==> src/hw/pucms_params.svh <==
`ifndef PUCMS_PARAMS_SVH
`define PUCMS_PARAMS_SVH

// Clock rate
`define PUCMS_CLK_HZ          100000000

// Power-on reset delays, in milliseconds
`define PUCMS_POR_LONG_MS     100
`define PUCMS_POR_SHORT_MS    12
`define PUCMS_POR_LONG_CYC    (64'd`PUCMS_POR_LONG_MS * 64'd`PUCMS_CLK_HZ / 64'd1000)
`define PUCMS_POR_SHORT_CYC   (64'd`PUCMS_POR_SHORT_MS * 64'd`PUCMS_CLK_HZ / 64'd1000)

// Initialization phase: register reset cycles, then total cycles
`define PUCMS_INIT_RESET_CYC  8'h04
`define PUCMS_INIT_TOTAL_CYC  8'h08

// Register byte offsets
`define PUCMS_ADDR_CTRL       12'h000
`define PUCMS_ADDR_STATUS     12'h004
`define PUCMS_ADDR_RECFG_CNT  12'h008

// Field positions
`define PUCMS_CTRL_SOFT_RECFG 0
`define PUCMS_ST_USER         0
`define PUCMS_ST_COMMAND      1
`define PUCMS_ST_TRISTATE     2
`define PUCMS_ST_PULLUP       3
`define PUCMS_ST_LONG_POR     4
`define PUCMS_ST_STATE_LSB    8

// Reset values
`define PUCMS_RST_RECFG_CNT   16'h0000
`define PUCMS_RST_POR_CNT     32'h0000_0000

`endif

==> src/hw/pucms_pkg.sv <==
package pucms_pkg;
  typedef enum logic [2:0] {
    PUCMS_POR,
    PUCMS_CONFIG,
    PUCMS_INIT,
    PUCMS_USER,
    PUCMS_RECFG
  } pucms_state_t;

  typedef struct packed {
    pucms_state_t state;
    logic [31:0]  por_cnt;
    logic [7:0]   init_cnt;
    logic [1:0]   sel_sync;
    logic [1:0]   pull_sync;
    logic [1:0]   req_sync;
    logic         long_por;
    logic         soft_req;
    logic [15:0]  recfg_cnt;
    logic         user_mode;
    logic         command_mode;
    logic         io_tristate;
    logic         pullup_en;
    logic         user_reset;
    logic         config_enable;
    logic         pready;
    logic         pslverr;
    logic [31:0]  prdata;
  } pucms_regs_t;
endpackage

==> src/hw/pucms_top.sv <==
// The register addresses and the APB register port are this design's own decisions.
`timescale 1ns/1ns
`include "pucms_params.svh"
module pucms_top #(
  parameter int unsigned POR_LONG_CYCLES  = 32'(`PUCMS_POR_LONG_CYC),
  parameter int unsigned POR_SHORT_CYCLES = 32'(`PUCMS_POR_SHORT_CYC)
) (
  input  wire logic        pclk,
  input  wire logic        presetn,
  input  wire logic        psel,
  input  wire logic        penable,
  input  wire logic        pwrite,
  input  wire logic [11:0] paddr,
  input  wire logic [31:0] pwdata,
  output logic      [31:0] prdata,
  output logic             pready,
  output logic             pslverr,
  input  wire logic        reset_delay_select,
  input  wire logic        preconfig_weak_resistor_off,
  input  wire logic        reconfig_request_low,
  input  wire logic        reconfig_pulse_instruction,
  input  wire logic        config_done,
  output logic             config_enable,
  output logic             user_reset,
  output logic             io_tristate,
  output logic             weak_pullup_en,
  output logic             command_mode,
  output logic             user_mode
);
  import pucms_pkg::*;

  pucms_regs_t r;
  pucms_regs_t n;
  logic        access;
  logic        commit;
  logic        trig;
  logic        por_done;

  // Sequence in brief:
  //   POR    counts the selected delay; pins tri-stated, no command mode
  //   CONFIG waits for the load to finish; pins still tri-stated
  //   INIT   clears user registers, then releases the pins
  //   USER   normal operation; pull-ups handed to user logic
  //   RECFG  holds while a request stands, then reloads from CONFIG
  // Any trigger outside POR lands in RECFG, so a reload always starts
  // from a clean CONFIG entry and never from half-run initialization.
  //
  // Register bus in brief:
  //   access  first access cycle; read data and error are captured
  //   commit  second access cycle, pready high; writes take effect
  // Writes wait for commit so an abandoned transfer changes nothing.

  // Pin synchronisers only read stage 1; stage 0 feeds nothing else
  always_comb begin
    n = r;
    n.sel_sync  = {r.sel_sync[0], reset_delay_select};
    n.pull_sync = {r.pull_sync[0], preconfig_weak_resistor_off};
    n.req_sync  = {r.req_sync[0], reconfig_request_low};
    access   = psel && penable && !r.pready;
    // Completion edge: the master samples pready high here
    commit   = psel && penable && r.pready;
    trig     = !r.req_sync[1] || reconfig_pulse_instruction ||
               r.soft_req;
    por_done = r.sel_sync[1] ?
               (r.por_cnt >= POR_SHORT_CYCLES - 32'd1) :
               (r.por_cnt >= POR_LONG_CYCLES - 32'd1);

    // Sequencer
    unique case (r.state)
      PUCMS_POR: begin
        // Triggers are ignored here; a pin held low is seen in CONFIG
        // Select is read after sync, so the first two cycles count long
        n.por_cnt  = r.por_cnt + 32'd1;
        n.long_por = !r.sel_sync[1];
        if (por_done) begin
          n.state = PUCMS_CONFIG;
        end
      end
      PUCMS_CONFIG: begin
        // A trigger beats a done in the same cycle: reload wins
        if (trig) begin
          n.state = PUCMS_RECFG;
        end else if (config_done) begin
          n.state    = PUCMS_INIT;
          n.init_cnt = 8'h00;
        end
      end
      PUCMS_INIT: begin
        // First half clears registers, second half drives the pins
        n.init_cnt = r.init_cnt + 8'h01;
        if (trig) begin
          n.state = PUCMS_RECFG;
        end else if (r.init_cnt == `PUCMS_INIT_TOTAL_CYC - 8'h01) begin
          n.state = PUCMS_USER;
        end
      end
      PUCMS_USER: begin
        if (trig) begin
          n.state = PUCMS_RECFG;
        end
      end
      PUCMS_RECFG: begin
        // Pin still low holds here; a one-cycle instruction passes through
        if (r.req_sync[1] && !reconfig_pulse_instruction) begin
          n.state = PUCMS_CONFIG;
        end
      end
    endcase

    // Count each entry into reconfiguration
    if (n.state == PUCMS_RECFG && r.state != PUCMS_RECFG) begin
      n.recfg_cnt = r.recfg_cnt + 16'h0001;
      n.soft_req  = 1'b0;
    end

    // Outputs follow the next state so they stay exact to the cycle
    n.config_enable = (n.state == PUCMS_CONFIG);
    n.user_mode     = (n.state == PUCMS_USER);
    n.command_mode  = (n.state != PUCMS_USER) &&
                      (n.state != PUCMS_POR);
    n.user_reset    = (n.state == PUCMS_INIT) &&
                      (n.init_cnt < `PUCMS_INIT_RESET_CYC);
    n.io_tristate   = !((n.state == PUCMS_USER) ||
                        ((n.state == PUCMS_INIT) &&
                         (n.init_cnt >= `PUCMS_INIT_RESET_CYC)));
    // User logic owns pull-ups once running, so they drop in user mode
    n.pullup_en     = (n.state != PUCMS_USER) &&
                      !r.pull_sync[1];

    // APB slave: one wait state, answer in the second access cycle
    n.pready  = access;
    n.pslverr = 1'b0;
    n.prdata  = 32'h0000_0000;
    if (access) begin
      unique case (paddr)
        `PUCMS_ADDR_CTRL: begin
          n.prdata[`PUCMS_CTRL_SOFT_RECFG] = r.soft_req;
        end
        `PUCMS_ADDR_STATUS: begin
          n.prdata[`PUCMS_ST_USER]     = r.user_mode;
          n.prdata[`PUCMS_ST_COMMAND]  = r.command_mode;
          n.prdata[`PUCMS_ST_TRISTATE] = r.io_tristate;
          n.prdata[`PUCMS_ST_PULLUP]   = r.pullup_en;
          n.prdata[`PUCMS_ST_LONG_POR] = r.long_por;
          n.prdata[`PUCMS_ST_STATE_LSB +: 3] = r.state;
        end
        `PUCMS_ADDR_RECFG_CNT: begin
          n.prdata[15:0] = r.recfg_cnt;
        end
        default: begin
          n.pslverr = 1'b1;
        end
      endcase
    end

    // Write lands at the edge where pready is seen high, not before
    // Set wins over the clear on entry to reconfiguration
    if (commit && pwrite && (paddr == `PUCMS_ADDR_CTRL) &&
        pwdata[`PUCMS_CTRL_SOFT_RECFG]) begin
      n.soft_req = 1'b1;
    end
  end

  // Reset puts I/O in high impedance and pull-ups on until the pin is seen
  always_ff @(posedge pclk or negedge presetn) begin
    if (!presetn) begin
      r               <= '0;
      r.state         <= PUCMS_POR;
      r.por_cnt       <= `PUCMS_RST_POR_CNT;
      r.recfg_cnt     <= `PUCMS_RST_RECFG_CNT;
      r.sel_sync      <= 2'h0;
      r.pull_sync     <= 2'h0;
      r.req_sync      <= 2'h3;
      r.long_por      <= 1'b1;
      r.io_tristate   <= 1'b1;
      r.pullup_en     <= 1'b1;
    end else begin
      r <= n;
    end
  end

  assign prdata         = r.prdata;
  assign pready         = r.pready;
  assign pslverr        = r.pslverr;
  assign config_enable  = r.config_enable;
  assign user_reset     = r.user_reset;
  assign io_tristate    = r.io_tristate;
  assign weak_pullup_en = r.pullup_en;
  assign command_mode   = r.command_mode;
  assign user_mode      = r.user_mode;
endmodule

==> config.mk <==
export PLATFORM = sky130hd
export DESIGN_NAME = pucms_top
export DESIGN_NICKNAME = d
export VERILOG_FILES = /design/src/hw/pucms_pkg.sv /design/src/hw/pucms_top.sv
export VERILOG_INCLUDE_DIRS = /design/src /design/src/hw
export SDC_FILE = /design/constraint.sdc
export NUM_CORES = 1
export LEC_CHECK = 0
export BUFFER_PORTS_ARGS = -buffer_cell sky130_fd_sc_hd__buf_2
export CAP_MARGIN = 20
export CELL_PAD_IN_SITES_DETAIL_PLACEMENT = 0
export CELL_PAD_IN_SITES_GLOBAL_PLACEMENT = 1
export CORE_MARGIN = 1
export CORE_UTILIZATION = 30
export DETAILED_ROUTE_END_ITERATION = 10
export GPL_ROUTABILITY_DRIVEN = 1
export HOLD_SLACK_MARGIN = 0.02
export PLACE_DENSITY_LB_ADDON = 0.1
export SETUP_SLACK_MARGIN = 0.4
export SLEW_MARGIN = 25
export SYNTH_ARGS = -nofsm -noshare
export SYNTH_HDL_FRONTEND = slang
export SYNTH_SLANG_ARGS = --single-unit
==> constraint.sdc <==
create_clock -name pclk -period 4.1 [get_ports pclk]
set_input_delay 0.205 -clock pclk [delete_from_list [all_inputs] [get_ports pclk]]
set_output_delay 0.205 -clock pclk [all_outputs]
set_load 0.01 [all_outputs]
==> results of run 1 <==
[cell usage after synthesis, drive strengths merged, types with 2 or more instances]
library cell and n:
a21o 2, and3 21, and2 3, or3 2, buf 34, inv 3, nand3b 2, nor2b 2
nor4 10, mux2 2, xnor2 30, nor4b 2, dfrtp 86, and4 7, and4b 2, mux2i 4
o211ai 2, dfstp 5, nor3 9, a21oi 6, nor2 31, xor2 17, nand4 11, nand2 40
clkbuf 9, nand3 14, ha 3, a22oi 8, o21ai 12, o21a 3, nor3b 4
[power by group]
group,switching (W),leakage (nW),internal (W)
clock network,0.000374,0.163,0.000545
logic,0.000204,0.948,0.000161
registers,0.000152,1.21,0.00101
total,0.000730,2.32,0.00171
[worst min-delay path by stage]
stage,cells past startpoint,from,end
4_1_cts,1,presetn,r[88]
3_3_place_gp,1,reset_delay_select,n[63]
2_1_floorplan,0,presetn,command_mode
5_1_grt,1,presetn,r[84]
6_report,1,presetn,r[84]
3_5_place_dp,1,preconfig_weak_resistor_off,n[61]
[sequential cells by signal (all words and copies together), names as in the netlist]
name,cells
n,3
weak_pullup_en,1
r,64
io_tristate,1
user_mode,1
prdata,16
config_enable,1
user_reset,1
pready,1
pslverr,1
command_mode,1
[final cells by class]
type / count / area, sq um / share of cell area (%)
flip-flops and latches: 91 / 2280 / 46.8
multi-input cells: 279 / 1750 / 35.9
repair buffers: 51 / 278 / 5.69
clock buffers: 9 / 225 / 4.62
well taps: 180 / 225 / 4.62
clock inverters: 7 / 106 / 2.18
inverters: 3 / 11.3 / 0.231
[metal layers]
metal	track usage, %	vias up	wire length [um]
met3	2.54	11	382
met1	19.5	1348	4550
met4	6.48	0	172
li1	-	1430	-
met2	17.3	66	3500
met5	0	-	0
[critical path, cell delays in order (launching register included)]
cell     delay, ns
dfrtp_1       0.57
or4b_1        0.76
o21ai_2       0.28
a31oi_1       0.15
or4_1         0.49
or3_1         0.37
nor4_2        0.17
[timing repair]
item | CTS | global route
buffers inserted | 0 | 0
setup endpoints to repair | 0 | 0
hold buffers | 3 | 0
endpoints found under the hold margin | 3 | 0
[per-stage QoR]
stage                     hold slack [ns]  util, %  std cells  power (W)  setup WS (ns)
after floorplan                   -0.0906        -        416    0.00141           1.63
after global placement              0.313     32.5        601    0.00154           1.17
after detailed placement            0.315     32.5        601    0.00155           1.21
after CTS                          0.0266     35.1        620    0.00249           1.17
after global routing               0.0665     35.1        620    0.00259           1.01
final                             -0.0167     35.1        620    0.00244           1.22
[kinds of logic (layout without fill, tap and decap cells)]
| family | count (synthesis) | after routing | synth area share [%] |
|---|---|---|---|
| compound gates | 43 | 43 | 6.84 |
| other cells | 1 | 16 | 0.0877 |
| mux | 6 | 6 | 1.46 |
| fa+ha+maj | 3 | 3 | 0.878 |
| buf+inv | 46 | 70 | 7.05 |
| simple gates | 164 | 164 | 20.7 |
| flops | 91 | 91 | 53.4 |
| xor+xnor | 47 | 47 | 9.62 |
==> results.txt, run 1 <==
* Result of the run: finished, violations left
- Violations in the final reports: hold timing
- For this run the aggregate overflow at the end of global routing stands at 0.
- Global-route wire length before repair: 14500 um
* Detailed Routing Iterations Pass 1: 4
- Worst supply voltage drop on vdd: 0.170 mV
* Crit path max fanout: 14
- The biggest area contributor in the post-synthesis netlist is dfrtp_1.
* Initial core utilization: 30.8%
* Crit end category: register
- Endpoints failing setup: 0
- Measured against its own limit, the worst slew margin works out to 33.5%.
* Initial DRC Count: 185
- Of the synthesized area, sequential elements account for 53.4%.
- The number of different library cells used by synthesis comes to 52.
- Of all flip-flops after synthesis, the portion carrying an async set or reset was 100%.
- R2r setup slk: 1.22 ns
* Setup CP Type: reg -> reg
* Floorplan die height: 121 um
- Final min period: 2.88 ns
* Yosys top cell area share: 50.3%
- The endpoint identified for the worst register-to-register timing path is user_reset.
* Synthesis-stage register bit count: 91
* Residual DRC count: 0
* Slew @ Worst Pin: 0.996 ns
- Number of antenna violations at the first check in global routing: 0
- Post-synth design cell area: 4280 sq um
- Entering global routing, the biggest net connects 71 pins.
- After detailed routing, the number of vias per cell comes to 4.60.
- Clock transition at the registers of the reported paths: 0.07 ns
- Post-detailed-placement cell area: 4520 sq um
- Post-CTS Resized: 0
- Counting cells, the worst reg-to-reg path comes to 6.
* Number of fillers in the final layout: 1418
- Buffers inserted during clock tree synthesis total 9.
- Min-delay worst type: in -> async
- Global-route usage over all layers: 13.0%
* N_diodes: 0
- CTS tree: done
- Die boundary width: 121 um
- Die outline area: 14700 sq um
* Top-Level Pins: 94
* Highest-count cells in the layout ignoring fill and taps: dfrtp_1, buf_2, nand2_1, nor2_1, xnor2_1
- Synthesized instance count: 401
- After legalization and detailed placement, the total HPWL measured 6000 um.
- No sink is reached through more buffers than the 2 on the longest clock path.
* DRT antenna net count: 0
- On the final layout, the worst hold slack is -0.0167 ns.
- Main synth FF type: dfrtp_1
* Wirelength per Cell: 13.9 um
- The root buffer cell chosen for the clock tree is clkbuf_16.
* Data arrival time of the worst path: 3.13 ns
- For this design the static power due to leakage is 2.32 nW.
- Clock latency of the later-clocked register in the worst-skew pair: 0.35 ns
- CP endpoint: user_reset
* Ranking of synthesized cells by area: dfrtp_1, xnor2_1, buf_4
* Area Overhead vs Synth: 14.0%
- CP startpoint: r[106]
- The total count of hold-check failures in the final report is 21.
- The final max-slew violation count came to 0.
- Timing would allow up to 0.347 GHz.
* Power density cells: 501 nW/um^2
- Final net count: 492
- Startpoint type of the worst setup path: register
- Leading cell type in the layout, fill and taps excluded: dfrtp_1
- The floorplan has 43 rows.
- Clock tree synthesis found a total of 91 sinks.
- Req. time, crit path: 4.35 ns
* Total Negative Setup Slacks: 0 ns
* Placeable Area: 13900 sq um
- Unrepaired setup endpoints after global routing: false
* Vias after detailed routing: 2855
- Routability-driven placement finished with a final weighted congestion of 0.727.
- EDFF count, synth: 0
* Origin of the critical flop-to-flop path: r[106]
- Final clock period utilization by the worst path: 70.3%
- Between clock sinks in the finished design, the worst skew comes to 0.00993 ns.
- Port Buf Inserts: 46
- Mapped Avg Cell Area: 10.7 sq um
- After detailed routing, the total wire length is 8610 um.
* Vias in the first global route: 2766
- The post-route netlist has 17.5% of its cells at a drive strength greater than 1.
- Final Instance Area: 4880 sq um
- Number of synthesis warnings: 0
* Max-cap viol count: 0
- In this run the number of H-tree levels came out at 3.
Power figures use the tool's default switching activity.
==> run 2: changes to the inputs <==
==> constraint.sdc (replaced) <==
create_clock -name pclk -period 2.3 [get_ports pclk]
set_input_delay 0.115 -clock pclk [delete_from_list [all_inputs] [get_ports pclk]]
set_output_delay 0.115 -clock pclk [all_outputs]
set_load 0.01 [all_outputs]
==> results.txt, run 2 (same netlist as run 1, synthesis figures left out) <==
* Result of the run: finished, violations left
- Violations in the final reports: setup timing
- The number of sinks handled by clock tree synthesis is 91 (unchanged).
- Die outline area: 14700 sq um (unchanged)
- The proportion of layout cells with a drive suffix above 1 is 33.9% (+16 points).
- The chip width was 121 um (unchanged).
* Placeable Area: 13900 sq um (unchanged)
- FF/Latch Area: 2280 sq um (about the same)
- The first-pass GRT wire length was 15400 um (+6.2%).
- The overall track demand over capacity in global routing is 14.0% (+1.0 points).
* Maximum clock frequency: 0.417 GHz (+20%)
* Worst supply voltage drop on vdd: 0.342 mV (+100%)
* Highest-count cells in the layout ignoring fill and taps: dfrtp_1, buf_4, buf_2, nand2_1, xnor2_1
* Utilization after layout: 40.3% (+5.2 points)
- Clock root buffer: clkbuf_16
- The required time of the critical path is 2.56 ns (-1.79 ns).
* Number of fillers in the final layout: 1395 (-1.6%)
- The initial core utilization is 30.8% (unchanged).
* Placer Congestion: 0.753 (+3.6%)
- The total overflow reported by the global router was 0 (unchanged).
* Number of flip-flops in the largest register: 64 (unchanged)
- Vias in the first global route: 3044 (+10%)
- Slew @ Worst Pin: 0.517 ns (-0.479 ns)
* DRT antenna net count: 0 (unchanged)
- Headroom to the max-slew limit: 65.5% (+32 points)
* Maximum number of pins on one net before global-route repair: 38 (-46%)
* Worst Setup Slack, final: -0.0990 ns (-1.32 ns)
- Unrepaired setup endpoints after global routing: true
- The count of H-tree levels built during CTS was 3 (unchanged).
* Final Hold Vio Count: 0 (-100%)
* Max-cap viol count: 0 (unchanged)
- Leaving out fill and tap cells, the most frequent cell in the layout is dfrtp_1.
- The half-perimeter wire length after placement came to 6740 um (+12%).
* Number of antenna violations at the first check in global routing: 0 (unchanged)
- Startpoint type of the worst setup path: register
- The ratio of final minimum period to clock period was 104% (+34 points).
- The power density over cell area came to 826 nW/um^2 (+65%).
- Clock transition at the registers of the reported paths: 0.07 ns (about the same)
- The area taken by multi-input logic gates was 1990 sq um (+14%).
- Max Clock Skew: 0.0102 ns (+0.000226 ns)
- The aggregate negative setup slack was -0.246 ns (-0.246 ns).
* Floorplan die height: 121 um (unchanged)
* CTS tree: done
- Clock latency of the later-clocked register in the worst-skew pair: 0.35 ns (about the same)
- Residual DRC count: 0 (unchanged)
- In this run the worst hold path is classified as in -> reg.
- Crit path max fanout: 5 (-9)
- Setup CP Type: reg -> reg
- The standby leakage power came to 2.69 nW (+16%).
- The number of nets in the final layout was 553 (+12%).
* Data arrival time of the worst path: 2.66 ns (-0.47 ns)
- The number of iterations in the first detailed-routing pass came to 4 (unchanged).
- The minimum clock period was 2.40 ns (-0.483 ns).
- Crit end category: register
* Number of buffers added by the clock tree synthesis step: 9 (unchanged)
- The maximum buffer depth of the clock tree came to 2 (unchanged).
- Area Overhead vs Synth: 30.8%
* Endpoints failing setup: 4 (+4)
* Rows: 43 (unchanged)
- The via-per-instance ratio came to 4.66 (+1.2%).
- The number of DRC markers in iteration 0 is 111 (-40%).
- Wirelength per Cell: 13.9 um (+0.28%)
- The count of buffers inserted at the top-level ports came to 46 (unchanged).
* Largest register by flop count: r
- WL final: 9480 um (+10%)
- The count of pins on the block boundary is 94 (unchanged).
- N_diodes: 0 (unchanged)
- Number of max-slew violations in the final report: 0 (unchanged)
- Vias after detailed routing: 3175 (+11%)
run 2: cell type report:
cell class | instances | share of cell area, %
flip-flops and latches | 91 | 40.8
multi-input cells | 279 | 35.6
repair buffers | 112 | 14.3
clock buffers | 9 | 4.03
well taps | 180 | 4.03
clock inverters | 7 | 1.05
inverters | 3 | 0.201
run 2: worst paths after layout:
kind	startpoint	end	slack [ns]	cells past startpoint
worst min-delay path	penable	r[56]	0.09	3
min in group asynchronous	presetn	r[80]	0.25	2
worst min register to register	n[61]	r[61]	0.35	0
worst max-delay path	r[59]	user_reset	-0.1	6
max in group asynchronous	presetn	weak_pullup_en	1.30	3
worst max register to register	r[59]	user_reset	-0.1	6
run 2: stage by stage:
step                      hold slack (ns)  instances  power [W]  area (sq um)  setup slack, ns
final                              0.0874        681    0.00462          5600          -0.0990
after global routing               0.0827        681    0.00491          5600           -0.210
after CTS                          0.0805        668    0.00450          5360           -0.104
after detailed placement            0.103        646    0.00296          4900           -0.110
after global placement              0.103        646    0.00296          4900           -0.112
after floorplan                    -0.181        416    0.00256          4370          -0.0536
run 2: worst max-delay path: stages (launching register included):
cell	delay [ns]
dfstp_2	0.53
or4b_4	0.51
o21ai_4	0.18
a31oi_2	0.13
or4_1	0.49
or3_4	0.36
nor4_2	0.13
run 2: power breakdown:
group,switching [W],internal [W]
Sequential,0.000179,0.00180
Clock,0.000674,0.000750
Combinational,0.000607,0.000615
run 2: timing repair:
item	in CTS	in global routing
setup endpoints to repair	20	28
hold endpoints to repair	31	0
hold buffers	4	0
resized for setup	24	30
pin swaps	5	16
setup buffers	2	13
run 2: per-layer routing:
layer  global-route usage [%]  vias up  part of all wire (%)
li1                         -     1554                     -
met1                     18.4     1544                    48
met3                     2.82        9                   3.6
met5                        0        -                     0
met4                     6.48        0                   1.6
met2                     22.1       68                    47
==> run 3: changes to the inputs <==
==> constraint.sdc (replaced) <==
create_clock -name pclk -period 2.4 [get_ports pclk]
set_input_delay 0.12 -clock pclk [delete_from_list [all_inputs] [get_ports pclk]]
set_output_delay 0.12 -clock pclk [all_outputs]
set_load 0.01 [all_outputs]
==> results.txt, run 3 (same netlist as run 1, synthesis figures left out) <==
- Result of the run: finished, violations left
* Violations in the final reports: setup timing
- Setup CP Type: reg -> reg
- The met1 capacity usage during global routing is 18.6% (+0.22 points).
* DRT antenna net count: 0 (unchanged)
* Slew @ Worst Pin: 0.661 ns (+0.144 ns)
- Initial core utilization: 30.8% (unchanged)
- The power density over cell area was 810 nW/um^2 (-2.0%).
* Residual DRC count: 0 (unchanged)
- STA classifies the critical path endpoint as a register.
- Final min period: 2.48 ns (+0.0767 ns)
- The top cell types in the final layout, fill and taps aside, are dfrtp_1, buf_2, nand2_1, buf_4, xnor2_1.
- Met2 track demand over resource in global routing: 20.0% (-2.1 points)
- The required time of the critical path is 2.65 ns (+0.09 ns).
* Die outline area: 14700 sq um (unchanged)
* Final Instance Area: 5270 sq um (-5.7%)
* Crit path max fanout: 5 (unchanged)
- The chip width was 121 um (unchanged).
* Startpoint type of the worst setup path: register
- Post-detailed-placement cell area: 4770 sq um (-2.7%)
* Data arrival time of the worst path: 2.73 ns (+0.07 ns)
- The number of max-capacitance violations reported was 0 (unchanged).
* Leading cell type in the layout, fill and taps excluded: dfrtp_1
- In this run the most critical hold path is launched from penable.
- Floorplan die height: 121 um (unchanged)
- The worst register-to-register path ends at user_reset.
- Detailed Routing Iterations Pass 1: 4 (unchanged)
- GR met3 Demand/Resource: 3.90% (+1.1 points)
- Number of buffers added by the clock tree synthesis step: 9 (unchanged)
- The half-perimeter wire length after placement is 6390 um (-5.1%).
- The ratio of final minimum period to clock period came to 103% (-1.2 points).
* WL final: 9200 um (-2.9%)
- The achievable frequency is 0.404 GHz (-3.1%).
* Final net count: 526 (-4.9%)
* Vias in the first global route: 2926 (-3.9%)
- Origin of the critical flop-to-flop path: r[59]
- The depth of the most critical reg-to-reg path came to 6 (unchanged).
- The number of diodes added for antenna fixing came to 0 (unchanged).
- The first-pass GRT wire length came to 15200 um (-1.8%).
* Number of buffers on the longest clock path: 2 (unchanged)
- The proportion of layout cells with a drive suffix above 1 is 28.1% (-5.9 points).
- CTS tree: done
- Worst Setup Slack, final: -0.0757 ns (+0.0233 ns)
- Maximum number of pins on one net before global-route repair: 48 (+26%)
- The sum of internal, switching and leakage power is 0.00427 W (-7.6%).
* Hold depth: 3 (unchanged)
* R2r setup slk: -0.08 ns (+0.02 ns)
* Clk sink count: 91 (unchanged)
- Ranked by flip-flop count, first place goes to r.
- H-tree levels: 3 (unchanged)
- The total overflow reported by the global router was 0 (unchanged).
- The final setup violation count came to 2 (-2).
- The via total after detailed routing was 3034 (-4.4%).
- Global-route usage over all layers: 13.5% (-0.55 points)
- Clock transition at the registers of the reported paths: 0.06 ns (about the same)
* Max Clock Skew: 0.00702 ns (-0.00314 ns)
- The number of cell rows is 43 (unchanged).
- The later-pin clock latency in the skew report was 0.34 ns (about the same).
- The root buffer cell chosen for the clock tree is clkbuf_16.
* Top-Level Pins: 94 (unchanged)
- The number of DRC markers in iteration 0 is 160 (+44%).
- Number of antenna violations at the first check in global routing: 0 (unchanged)
- Min-Delay Endpoint: r[56]
* Number of max-slew violations in the final report: 0 (unchanged)
- Min-delay worst type: in -> reg
- The total count of hold-check failures in the final report is 0 (unchanged).
- Setup repair after global routing could not meet its margin everywhere.
- The worst voltage drop across the vdd grid is 0.306 mV (-10%).
* Port Buf Inserts: 46 (unchanged)
* Placeable Area: 13900 sq um (unchanged)
* Static power due to leakage: 2.50 nW (-7.3%)
- The flip-flop count of the largest register after layout is 64 (unchanged).
- The filler cell count is 1403 (+0.57%).
* Headroom to the max-slew limit: 55.9% (-9.6 points)
- Wirelength per Cell: 14.1 um (+1.1%)
- Most used routing layer in global routing: met2
- The placer's final routability congestion estimate was 0.807 (+7.1%).
- The via-per-instance ratio came to 4.64 (-0.50%).
* Area Overhead vs Synth: 23.3%
==> run 3: power breakdown <==
group	total, W	internal, W	switching [W]	leakage [nW]
Sequential	0.00192	0.00172	0.000200	1.21
Clock	0.00137	0.000741	0.000629	0.137
Combinational	0.000978	0.000440	0.000538	1.15
==> run 3: metrics by stage <==
| step | setup WS (ns) | std cells | setup TNS [ns] | utilization, % | hold WS [ns] |
|---|---|---|---|---|---|
| 3_5_place_dp | -0.0656 | 630 | -0.128 | 34.4 | 0.208 |
| 3_3_place_gp | -0.0438 | 630 | -0.0663 | 34.4 | 0.198 |
| 6_report | -0.0757 | 654 | -0.141 | 38.0 | 0.0520 |
| 2_1_floorplan | 0.0464 | 416 | 0 | - | -0.176 |
| 4_1_cts | -0.0453 | 653 | -0.0927 | 37.4 | 0.0381 |
| 5_1_grt | -0.149 | 654 | -0.433 | 38.0 | 0.0559 |
==> run 3: layout make-up <==
type	count	area (sq um)	share of cell area (%)
Multi-Input combinational cell	279	1910	36.3
Clock inverter	6	48.8	0.925
Sequential cell	91	2280	43.3
Timing Repair Buffer	85	552	10.5
Tap cell	180	225	4.27
Inverter	3	11.3	0.214
Clock buffer	10	239	4.53
==> run 3: worst max-delay path: stages, from the launching register on <==
cell and delay (ns):
dfstp_2 0.53, or4b_4 0.52, o21ai_4 0.21, a31oi_2 0.13, or4_4 0.50, or3_4 0.37, nor4_4 0.13
==> run 3: per-layer routing <==
metal,routed length (um),part of all wire [%],vias to the layer above
li1,-,-,1494
met1,4610,50,1465
met2,4080,44,67
met3,412,4.5,8
met4,102,1.1,0
met5,0,0,-
==> run 3: worst max-delay path by stage <==
stage / endpoint / startpoint
after detailed placement: io_tristate / r[59]
after floorplan: user_reset / r[59]
after CTS: user_reset / r[59]
after global placement: user_reset / r[59]
after global routing: user_reset / r[59]
final: user_reset / r[59]
==> run 3: repair_timing <==
| action | CTS | global route |
|---|---|---|
| pin swaps | 3 | 4 |
| hold endpoints to repair | 46 | 0 |
| setup endpoints to repair | 11 | 27 |
| hold buffers | 4 | 0 |
| setup buffers | 3 | 1 |
| cloned | 0 | 0 |
| resized for setup | 11 | 18 |
